===== src/hdl/irq_router_cfg.svh =====
`ifndef IRQ_ROUTER_CFG_SVH
`define IRQ_ROUTER_CFG_SVH

// ==========================================
// Bus geometry
`define AV_ADDR_W 8
`define AV_DATA_W 32
`define REG_DATA_W 8
`define REG_IDX_W 6

// ==========================================
// Register indices (byte address is four times the index)
`define IDX_EEPROM_CMD 6'h01
`define IDX_LINE_CONFIG 6'h04
`define IDX_IRQ_STATUS 6'h08
`define IDX_IRQ_MASK 6'h09
`define IDX_LINE_STATE 6'h0A

// ==========================================
// Field layout
`define MODE_MSB 7
`define MODE_LSB 6
`define MODE_CFG_WRITE 2'h3
`define MODE_RESET 2'h0
`define OUT_EN_BIT 7
`define SEL_MSB 6
`define SEL_LSB 4
`define OUT_EN_RESET 1'h1
`define SEL_RESET 3'h0

// ==========================================
// Event bits of the status and mask registers
`define EVT_W 3
`define EVT_REQ_RISE 0
`define EVT_CFG_REFUSED 1
`define EVT_CFG_CHANGED 2
`define EVT_RESET 3'h0
`define MASK_RESET 3'h0

`endif


===== src/hdl/irq_router_pkg.sv =====
`include "irq_router_cfg.svh"

package irq_router_pkg;

   typedef enum logic [1:0]
   {
      MODE_NORMAL = 2'h0,
      MODE_AUTOLOAD = 2'h1,
      MODE_EEPROM_PROG = 2'h2,
      MODE_CONFIG_WRITE = 2'h3
   } op_mode_t;

   typedef struct packed
   {
      logic irq_output_enable;
      logic [2:0] irq_line_select;
   } line_cfg_t;

   typedef struct packed
   {
      logic rd;
      logic wr;
      logic [`REG_IDX_W-1:0] index;
      logic [`REG_DATA_W-1:0] wdata;
      logic lane0;
   } reg_access_t;

endpackage


===== src/hdl/avalon_reg_port.sv =====
`timescale 1ns/1ps
`include "irq_router_cfg.svh"

module avalon_reg_port
   import irq_router_pkg::*;
(
   // Clock and reset
   input wire logic sys_clk_i,
   input wire logic sys_rst_i,
   // Avalon-MM slave
   input wire logic [`AV_ADDR_W-1:0] avs_address_i,
   input wire logic avs_read_i,
   input wire logic avs_write_i,
   input wire logic [`AV_DATA_W-1:0] avs_writedata_i,
   input wire logic [3:0] avs_byteenable_i,
   output logic [`AV_DATA_W-1:0] avs_readdata_o,
   output logic avs_waitrequest_o,
   // Register side
   input wire logic [`REG_DATA_W-1:0] rd_value_i,
   output reg_access_t access_o,
   output logic [`REG_DATA_W-1:0] captured_o
);

   logic ack;

   // ==========================================
   // One wait cycle, then the access takes effect
   always_ff @(posedge sys_clk_i or posedge sys_rst_i)
   begin
      if (sys_rst_i)
         ack <= 1'b0;
      else
         ack <= (avs_read_i | avs_write_i) & ~ack;
   end

   assign avs_waitrequest_o = (avs_read_i | avs_write_i) & ~ack;

   // Read data sampled in the wait cycle, stands at the answer edge
   always_ff @(posedge sys_clk_i or posedge sys_rst_i)
   begin
      if (sys_rst_i)
         captured_o <= '0;
      else if (avs_read_i & ~ack)
         captured_o <= rd_value_i;
   end

   assign avs_readdata_o = {{(`AV_DATA_W-`REG_DATA_W){1'b0}}, captured_o};

   always_comb
   begin
      access_o.rd = avs_read_i & ack;
      access_o.wr = avs_write_i & ack;
      access_o.index = avs_address_i[`AV_ADDR_W-1:2];
      access_o.wdata = avs_writedata_i[`REG_DATA_W-1:0];
      access_o.lane0 = avs_byteenable_i[0];
   end

endmodule


===== src/hdl/irq_line_driver.sv =====
`timescale 1ns/1ps
`include "irq_router_cfg.svh"

module irq_line_driver
   import irq_router_pkg::*;
#(
   parameter int LINES = 8
)
(
   // Clock and reset
   input wire logic sys_clk_i,
   input wire logic sys_rst_i,
   // Control
   input wire line_cfg_t cfg_i,
   input wire logic pending_i,
   // Interrupt lines
   output logic [LINES-1:0] line_o,
   output logic [LINES-1:0] line_oe_o
);

   // ==========================================
   // Registered line drive
   always_ff @(posedge sys_clk_i or posedge sys_rst_i)
   begin
      if (sys_rst_i)
      begin
         line_o <= '0;
         line_oe_o <= '0;
      end
      else
      begin
         for (int i = 0; i < LINES; i++)
         begin
            if (cfg_i.irq_line_select == i[2:0])
            begin
               line_o[i] <= cfg_i.irq_output_enable & pending_i;
               line_oe_o[i] <= cfg_i.irq_output_enable;
            end
            else
            begin
               line_o[i] <= 1'b0;
               line_oe_o[i] <= 1'b0;
            end
         end
      end
   end

endmodule


===== src/hdl/isa_irq_line_router.sv =====
// Decided for this implementation: the Avalon-MM slave port.
`timescale 1ns/1ps
`include "irq_router_cfg.svh"

module isa_irq_line_router
   import irq_router_pkg::*;
#(
   parameter int LINES = 8
)
(
   // Clock and reset
   input wire logic sys_clk_i,
   input wire logic sys_rst_i,
   // Avalon-MM slave
   input wire logic [`AV_ADDR_W-1:0] avs_address_i,
   input wire logic avs_read_i,
   input wire logic avs_write_i,
   input wire logic [`AV_DATA_W-1:0] avs_writedata_i,
   input wire logic [3:0] avs_byteenable_i,
   output logic [`AV_DATA_W-1:0] avs_readdata_o,
   output logic avs_waitrequest_o,
   // Controller side
   input wire logic irq_request_i,
   input wire logic [2:0] irq_line_select_i,
   output logic [1:0] operating_mode_selector_o,
   // Interrupt output lines
   output logic [LINES-1:0] interrupt_output_lines_o,
   output logic [LINES-1:0] interrupt_output_lines_oe_o,
   // Local interrupt
   output logic irq_o
);

   // ==========================================
   // Declarations
   reg_access_t access;
   logic [`REG_DATA_W-1:0] captured;
   logic [`REG_DATA_W-1:0] rd_value;
   op_mode_t mode;
   line_cfg_t line_cfg;
   logic out_en;
   logic [2:0] sel_q;
   logic request_q;
   logic [`EVT_W-1:0] irq_status;
   logic [`EVT_W-1:0] irq_mask;
   logic [`EVT_W-1:0] events;
   logic [`EVT_W-1:0] read_clear;
   logic cfg_write;
   logic cfg_allowed;

   // ==========================================
   // Helpers
   function automatic logic hit(input reg_access_t acc, input logic [`REG_IDX_W-1:0] idx);
      hit = acc.wr & acc.lane0 & (acc.index == idx);
   endfunction

   function automatic logic [`REG_DATA_W-1:0] pad_evt(input logic [`EVT_W-1:0] v);
      pad_evt = {{(`REG_DATA_W-`EVT_W){1'b0}}, v};
   endfunction

   // ==========================================
   // Bus slave
   avalon_reg_port u_port
   (
      .sys_clk_i(sys_clk_i),
      .sys_rst_i(sys_rst_i),
      .avs_address_i(avs_address_i),
      .avs_read_i(avs_read_i),
      .avs_write_i(avs_write_i),
      .avs_writedata_i(avs_writedata_i),
      .avs_byteenable_i(avs_byteenable_i),
      .avs_readdata_o(avs_readdata_o),
      .avs_waitrequest_o(avs_waitrequest_o),
      .rd_value_i(rd_value),
      .access_o(access),
      .captured_o(captured)
   );

   // ==========================================
   // Operating mode selector
   always_ff @(posedge sys_clk_i or posedge sys_rst_i)
   begin
      if (sys_rst_i)
         mode <= op_mode_t'(`MODE_RESET);
      else if (hit(access, `IDX_EEPROM_CMD))
         mode <= op_mode_t'(access.wdata[`MODE_MSB:`MODE_LSB]);
   end

   assign operating_mode_selector_o = mode;

   // Config writes guarded by the mode
   assign cfg_write = hit(access, `IDX_LINE_CONFIG);
   assign cfg_allowed = (mode == op_mode_t'(`MODE_CFG_WRITE));

   // ==========================================
   // Line configuration
   always_ff @(posedge sys_clk_i or posedge sys_rst_i)
   begin
      if (sys_rst_i)
         out_en <= `OUT_EN_RESET;
      else if (cfg_write & cfg_allowed)
         out_en <= access.wdata[`OUT_EN_BIT];
   end

   // Select comes from loaded configuration, not from the bus
   always_ff @(posedge sys_clk_i or posedge sys_rst_i)
   begin
      if (sys_rst_i)
         sel_q <= `SEL_RESET;
      else
         sel_q <= irq_line_select_i;
   end

   // One driver for the whole carrier
   assign line_cfg = {out_en, sel_q};

   // ==========================================
   // Line drivers
   irq_line_driver #(.LINES(LINES)) u_drv
   (
      .sys_clk_i(sys_clk_i),
      .sys_rst_i(sys_rst_i),
      .cfg_i(line_cfg),
      .pending_i(irq_request_i),
      .line_o(interrupt_output_lines_o),
      .line_oe_o(interrupt_output_lines_oe_o)
   );

   // ==========================================
   // Events
   always_ff @(posedge sys_clk_i or posedge sys_rst_i)
   begin
      if (sys_rst_i)
         request_q <= 1'b0;
      else
         request_q <= irq_request_i;
   end

   always_comb
   begin
      events = '0;
      events[`EVT_REQ_RISE] = irq_request_i & ~request_q;
      events[`EVT_CFG_REFUSED] = cfg_write & ~cfg_allowed;
      events[`EVT_CFG_CHANGED] = cfg_write & cfg_allowed
         & (access.wdata[`OUT_EN_BIT] != line_cfg.irq_output_enable);
   end

   // Only the bits actually returned are cleared
   assign read_clear = (access.rd && access.index == `IDX_IRQ_STATUS) ? captured[`EVT_W-1:0] : '0;

   // ==========================================
   // Sticky status, set wins over clear
   always_ff @(posedge sys_clk_i or posedge sys_rst_i)
   begin
      if (sys_rst_i)
         irq_status <= `EVT_RESET;
      else
         irq_status <= (irq_status & ~read_clear) | events;
   end

   always_ff @(posedge sys_clk_i or posedge sys_rst_i)
   begin
      if (sys_rst_i)
         irq_mask <= `MASK_RESET;
      else if (hit(access, `IDX_IRQ_MASK))
         irq_mask <= access.wdata[`EVT_W-1:0];
   end

   always_ff @(posedge sys_clk_i or posedge sys_rst_i)
   begin
      if (sys_rst_i)
         irq_o <= 1'b0;
      else
         irq_o <= |(((irq_status & ~read_clear) | events) & irq_mask);
   end

   // ==========================================
   // Read mux
   always_comb
   begin
      case (access.index)
         `IDX_EEPROM_CMD:
            rd_value = {mode, 6'h00};
         `IDX_LINE_CONFIG:
            rd_value = {line_cfg.irq_output_enable, line_cfg.irq_line_select, 4'h0};
         `IDX_IRQ_STATUS:
            rd_value = pad_evt(irq_status);
         `IDX_IRQ_MASK:
            rd_value = pad_evt(irq_mask);
         `IDX_LINE_STATE:
            rd_value = {6'h00, request_q, |interrupt_output_lines_oe_o};
         default:
            rd_value = '0;
      endcase
   end

endmodule


===== config.mk =====
export PLATFORM = sky130hd
export DESIGN_NAME = isa_irq_line_router
export DESIGN_NICKNAME = d
export VERILOG_FILES = /design/src/hdl/irq_router_pkg.sv /design/src/hdl/avalon_reg_port.sv /design/src/hdl/irq_line_driver.sv /design/src/hdl/isa_irq_line_router.sv
export VERILOG_INCLUDE_DIRS = /design/src /design/src/hdl
export SDC_FILE = /design/constraint.sdc
export NUM_CORES = 1
export LEC_CHECK = 0
export ABC_AREA = 1
export BUFFER_PORTS_ARGS = -buffer_cell sky130_fd_sc_hd__buf_2
export CORE_AREA = 5 5 68 76
export CTS_CLUSTER_SIZE = 16
export DETAILED_ROUTE_END_ITERATION = 6
export DIE_AREA = 0 0 73 81
export MAX_ROUTING_LAYER = met4
export PLACE_DENSITY = 0.77
export RECOVER_POWER = 100
export SLEW_MARGIN = 20
export SYNTH_ARGS = -nofsm -noshare
export SYNTH_HDL_FRONTEND = slang
export SYNTH_SLANG_ARGS = --single-unit

===== constraint.sdc =====
create_clock -name sys_clk_i -period 1.45 [get_ports sys_clk_i]
set_input_delay 0.0725 -clock sys_clk_i [delete_from_list [all_inputs] [get_ports sys_clk_i]]
set_output_delay 0.0725 -clock sys_clk_i [all_outputs]
set_load 0.02 [all_outputs]

# Yosys cells after proc, flatten, opt, wreduce, memory -nomap -nowiden
# Index checks and enable logic that the tools add are counted.
[word_totals]
regBits = 39
input_bits = 52
output_inout_bits = 52
elab_cells = 68
[op_classes]
n_eq_ne = 14
n_mux = 18
bitwise = 21
reduce_logical = 4
[ops]
columns = ["op", "n"]
rows = [
  ["$pmux W8 S5", 1],
  ["$eq A6 B4 Y1 const B", 3],
  ["$mux W1", 16],
  ["$and A1 B1 Y1", 13],
  ["$eq A3 B3 Y1 const B", 4],
  ["$reduce_or A8 Y1", 1],
  ["$and A3 B3 Y3", 2],
  ["$eq A3 B2 Y1 const B", 2],
  ["$eq A6 B1 Y1 const B", 1],
  ["$eq A6 B3 Y1 const B", 1],
  ["$eq A3 B1 Y1 const B", 1],
  ["$logic_not A3 Y1", 1],
  ["$mux W3", 1],
  ["$not A1 Y1", 3],
  ["$not A3 Y3", 1],
  ["$or A3 B3 Y3", 1],
  ["$reduce_or A3 Y1", 1],
  ["$eq A2 B2 Y1 const B", 1],
  ["$logic_and A1 B1 Y1", 1],
  ["$ne A1 B1 Y1", 1],
  ["$or A1 B1 Y1", 1],
]

# Longest topological paths before layout
[logic_depth]
word_depth = 8
ltp_mapped = 9
ltp_nobuf = 9

# Hierarchy
# Synthesis repeated with hierarchy kept, for this count alone.
[hier_totals]
cells_unflattened = 234
hier_area_um2 = 2035.7
[modules_own_cells]
columns = ["module", "n_inst", "cells_each", "area_each_um2"]
rows = [
  ["isa_irq_line_router", 1, 96, 772.0],
  ["avalon_reg_port", 1, 91, 737.0],
  ["irq_line_driver", 1, 47, 526.8],
]

# Worst setup path after synthesis
# Ideal clock, no wire load.
[synth_timing]
path_kind = "register -> register"
startpoint = "reg u_port.ack"
endpoint = "reg irq_o"
setup_ps = 121
arrival_ps = 956
slack_ps = 373
stages_incl_launch_ff = 7
n_path_buf = 1
period_less_slack_ps = 1077
cell_sequence = "dfrtp_1 > and3_1 > buf_2 > nand4_1 > nand2_1 > nand2_1 > nand3_2"
[synth_via]
elab_chain_cells = 8
elab_cells_between_ends = 14
classes_between = "mux (1); bitwise (11); reduce/logical (2)"
[synth_rtl]
columns = ["element", "line", "source"]
rows = [
  ["start, declared", "avalon_reg_port.sv:24", "logic ack;"],
  ["start signal, assigned", "avalon_reg_port.sv:33", "ack <= (avs_read_i | avs_write_i) & ~ack;"],
  ["$and A1 B1 Y1 (on tied branches)", "avalon_reg_port.sv:52, avalon_reg_port.sv:51", ""],
  ["$and A1 B1 Y1 or $logic_and A1 B1 Y1 (tied branches)", "--", ""],
  ["$and A1 B1 Y1 or $mux W3 (tied branches)", "isa_irq_line_router.sv:53, isa_irq_line_router.sv:148", ""],
  ["$and A1 B1 Y1 or $not A3 Y3 (tied branches)", "isa_irq_line_router.sv:143, isa_irq_line_router.sv:173", ""],
  ["$and A1 B1 Y1 or $and A3 B3 Y3 (tied branches)", "isa_irq_line_router.sv:143, isa_irq_line_router.sv:173", ""],
  ["$or A3 B3 Y3 *", "isa_irq_line_router.sv:173", "irq_o <= |(((irq_status & ~read_clear) | events) & irq_mask);"],
  ["$and A3 B3 Y3 *", "isa_irq_line_router.sv:173", ""],
  ["$reduce_or A3 Y1 *", "isa_irq_line_router.sv:173", ""],
  ["end signal, assigned", "isa_irq_line_router.sv:173", ""],
  ["end, declared", "isa_irq_line_router.sv:30", "output logic irq_o"],
]
# Mark *: on every way between the ends. The rest lies on a longest branch, timed or not.
# A chain may end at the register's enable or synchronous reset.

# Worst setup path after layout
[layout_timing]
startpoint = "reg out_en"
endpoint = "reg irq_o"
[layout_via]
elab_chain_cells = 5
[layout_rtl]
columns = ["element", "line", "source"]
rows = [
  ["start, declared", "isa_irq_line_router.sv:40", "logic out_en;"],
  ["start signal, assigned", "isa_irq_line_router.sv:99", "out_en <= `OUT_EN_RESET;"],
  ["start signal, assigned", "isa_irq_line_router.sv:101", "out_en <= access.wdata[`OUT_EN_BIT];"],
  ["$ne A1 B1 Y1", "isa_irq_line_router.sv:144", "& (access.wdata[`OUT_EN_BIT] != line_cfg.irq_output_enable);"],
  ["$and A1 B1 Y1", "isa_irq_line_router.sv:143", "events[`EVT_CFG_CHANGED] = cfg_write & cfg_allowed"],
  ["$or A3 B3 Y3", "isa_irq_line_router.sv:173", ""],
  ["$and A3 B3 Y3", "isa_irq_line_router.sv:173", ""],
  ["$reduce_or A3 Y1", "isa_irq_line_router.sv:173", ""],
]
# No other way between the ends.

==> flow_metrics.env <==
export IMPL_multiInputGateArea_sq_um=649
export IMPL_timing_critical_path_from="out_en$_DFFE_PP1P_"
export IMPL_ys_flop_type="dfrtp_1"
export IMPL_path_delay_family="flip-flops"
export IMPL_grt_max_degree=39
export IMPL_cp_required_ns=1.63
export IMPL_finalHoldViolCount=0
export IMPL_insertion_delay_ns=0.29
export IMPL_htreeDepth=2
export IMPL_crit_arrival_ns=1.37
export IMPL_ys_seq_area_share_pct=53.6
export IMPL_finalInstanceArea_sq_um=2100
export IMPL_reg2reg_slack_ns=0.27
export IMPL_p_clk_share_pct=36.3
export IMPL_syn_inst=206
export IMPL_tritoncts="built"
export IMPL_drt_wl_total_um=3720
export IMPL_routed_via_density=4.41
export IMPL_power_frac_comb_pct=10.8
export IMPL_grtUsageTotal_pct=13.9
export IMPL_drtAntennaViolNets=0
export IMPL_synthArstFlopShare_pct=100
export IMPL_die_w_um=73
export IMPL_synth_cell_types=20
export IMPL_drtIter0Drc=76
export IMPL_vdd_drop_max_mv=0.814
export IMPL_io_pin_count=104
export IMPL_grt_first_pass_wirelength_um=6150
export IMPL_synthTopCellsByCount="nand2_1, dfrtp_1, buf_4"
export IMPL_synth_area_leader_cell="dfrtp_1"
export IMPL_p_int_w=0.00152
export IMPL_max_freq_mhz=845
export IMPL_dpl_cell_area_sq_um=1990
export IMPL_dpl_hpwl_um=2780
export IMPL_leakage_nw=1.10
export IMPL_critical_path_buf_inv_count=1
export IMPL_drc=0
export IMPL_rsz0062_at_grt="no"
export IMPL_critPathKind="flip-flop to flip-flop"
export IMPL_grt_pass1_vias=1394
export IMPL_setup_viol=0
export IMPL_synth_edf_count=0
export IMPL_worst_path_max_delay_cell="dfstp_1"
export IMPL_min_period_ns=1.18
export IMPL_crit_top_cell="nand2_1"
export IMPL_port_buffers=46
export IMPL_cts_root_buf="clkbuf_8"
export IMPL_seq_area_sq_um=952
export IMPL_syn_area_per_cell_sq_um=8.63
export IMPL_crit_chain="inv_1, nand2_1, nand2_1, nand4_1, nand2_1, nand2_1, nand3_2"
export IMPL_fin_setup_tns_ns=0
export IMPL_fp_dieArea_sq_um=5910
export IMPL_drive_above_1_share_pct=14.3
export IMPL_hold_path_cell_count=3
export IMPL_swShare_pct=26.8
export IMPL_layout_area_overhead_vs_synth_pct=17.9
export IMPL_endpoint_kind="flip-flop"
export IMPL_min_to="irq_mask[1]$_DFFE_PP0P_"
export IMPL_yosysMostFrequentCell="nand2_1"
export IMPL_antenna_found_initial=0
export IMPL_gp_congestion=0.847
export IMPL_clock_sinks=38
export IMPL_num_rows=25
export IMPL_core_region_area_sq_um=4250
export IMPL_nets=316
export IMPL_power_per_cell_area_nw_per_um2=989
export IMPL_clock_skew_ns=0.00516
export IMPL_synthTopCellsByArea="dfrtp_1, nand2_1, buf_4"
export IMPL_grt_overflow_total=0
export IMPL_ys_ff_latch=38
export IMPL_die_h_um=81
export IMPL_cts_buffer_depth=2
export IMPL_startpoint_type="flip-flop"
export IMPL_drv_cap=0
export IMPL_cts_buffers=5
export IMPL_crit_fanout=6
export IMPL_slew_viol_final=0
export IMPL_yosysWarningCount=0
export IMPL_min_delay_start="avs_writedata_i[1]"
export IMPL_r2r_end="irq_o$_DFF_PP0_"
export IMPL_status="finished, final reports clean"
export IMPL_wire_per_inst_um=11.6
export IMPL_finalCritPeriodShare_pct=81.7
export IMPL_slowest_delay_ns=0.61
export IMPL_num_vias=1406
export IMPL_netlist_area_sq_um=1780
export IMPL_dr_pass1_iters=4
export IMPL_r2r_start="out_en$_DFFE_PP1P_"
export IMPL_min_path_type="input port to flip-flop"
export IMPL_reg2regPathDepth=7
export IMPL_n_fill_cell=438
export IMPL_clkTransAtPathRegs_ns=0.07
export IMPL_p_sw_w=0.000556
export IMPL_num_antenna_cells=0
export IMPL_start_util_pct=41.8
export IMPL_power_frac_seq_pct=52.9
export IMPL_cts_resized=0
export IMPL_yosysTopAreaCellShare_pct=52.1
==> worst reg2reg max path: stages, from the launching register on <==
cell and delay, ns:
dfstp_1 0.61, inv_1 0.08, nand2_1 0.06, nand2_1 0.04
nand4_1 0.08, nand2_1 0.07, nand2_1 0.07, nand3_2 0.07
==> stage by stage <==
stage | total power (W) | util [%] | std cells | setup slack [ns] | hold slack [ns]
detailed placement | 0.00133 | 46.7 | 306 | 0.265 | 0.182
CTS | 0.00209 | 50.1 | 319 | 0.249 | 0.00481
global route | 0.00217 | 49.3 | 319 | 0.146 | 0.0142
finish | 0.00207 | 49.3 | 319 | 0.266 | 0.00933
global placement | 0.00133 | 46.7 | 306 | 0.281 | 0.182
floorplan | 0.00131 | - | 230 | 0.373 | 0.104
==> power groups by stage <==
stage | clock (W) | sequential [W] | combinational (W)
after floorplan | 0 | 0.00112 | 0.000192
after global placement | 0 | 0.00112 | 0.000213
after detailed placement | 0 | 0.00112 | 0.000216
after CTS | 0.000767 | 0.00110 | 0.000228
after global routing | 0.000818 | 0.00110 | 0.000251
final | 0.000753 | 0.00110 | 0.000223
==> registers in the layout, summed over array words and instances, names as in the netlist <==
| name | cells |
|---|---|
| irq_o | 1 |
| u_port.ack | 1 |
| sel_q | 3 |
| request_q | 1 |
| u_drv.line_oe_o | 8 |
| irq_mask | 3 |
| irq_status | 3 |
| operating_mode_selector_o | 2 |
| out_en | 1 |
| u_port.captured_o | 7 |
| u_drv.line_o | 8 |
==> layout make-up <==
class	count	area share [%]
sequential	38	45.4
multi-input combinational	147	31.0
timing repair buffer	53	12.4
clock buffer	6	3.94
inverter	19	3.40
tap	54	3.22
clock inverter	2	0.597
==> cell families after synthesis <==
logic type | share of synthesized area, %
AO/OA/AOI/OAI | 1.97
buffers and inverters | 14.8
flip-flops | 53.6
other | 0.211
AND/OR/NAND/NOR | 29.4
==> how the worst max path moves through the flow <==
stage / endpoint / slack (ns) / cells past startpoint
CTS: irq_o$_DFF_PP0_ / 0.25 / 5
global route: irq_o$_DFF_PP0_ / 0.15 / 7
floorplan: irq_o$_DFF_PP0_ / 0.37 / 6
finish: irq_o$_DFF_PP0_ / 0.27 / 7
global placement: irq_o$_DFF_PP0_ / 0.28 / 5
detailed placement: irq_o$_DFF_PP0_ / 0.27 / 5
==> repair_timing <==
action / CTS / global route
buffers inserted: 0 / 0
endpoints found under the hold margin: 41 / 0
endpoints found under the setup margin: 0 / 0
hold buffers: 5 / 0
==> routing by layer <==
| metal | track usage (%) | vias to the layer above | wire [um] |
|---|---|---|---|
| met4 | 6.27 | 0 | 95 |
| met2 | 22.1 | 50 | 1820 |
| met1 | 16.2 | 638 | 1500 |
| met3 | 4.21 | 9 | 299 |
| met5 | - | - | 0 |
| li1 | - | 709 | - |
==> placed cells by master (no fill, tap or decap), drive strengths merged <==
| cell type | netlist | layout |
|---|---|---|
| dfrtp | 37 | 37 |
| nand3 | 11 | 11 |
| nor2 | 22 | 22 |
| inv | 19 | 19 |
| dlygate4sd3 | 0 | 5 |
| and3 | 1 | 1 |
| o31ai | 2 | 2 |
| clkinvlp | 0 | 1 |
| nand2 | 68 | 68 |
| dfstp | 1 | 1 |
| clkinv | 0 | 1 |
| buf | 26 | 20 |
| clkbuf | 0 | 34 |
| o21ai | 4 | 4 |
| conb | 1 | 25 |
| nor3 | 10 | 10 |
| nand4 | 4 | 4 |
(Power assumes the default switching activity.)
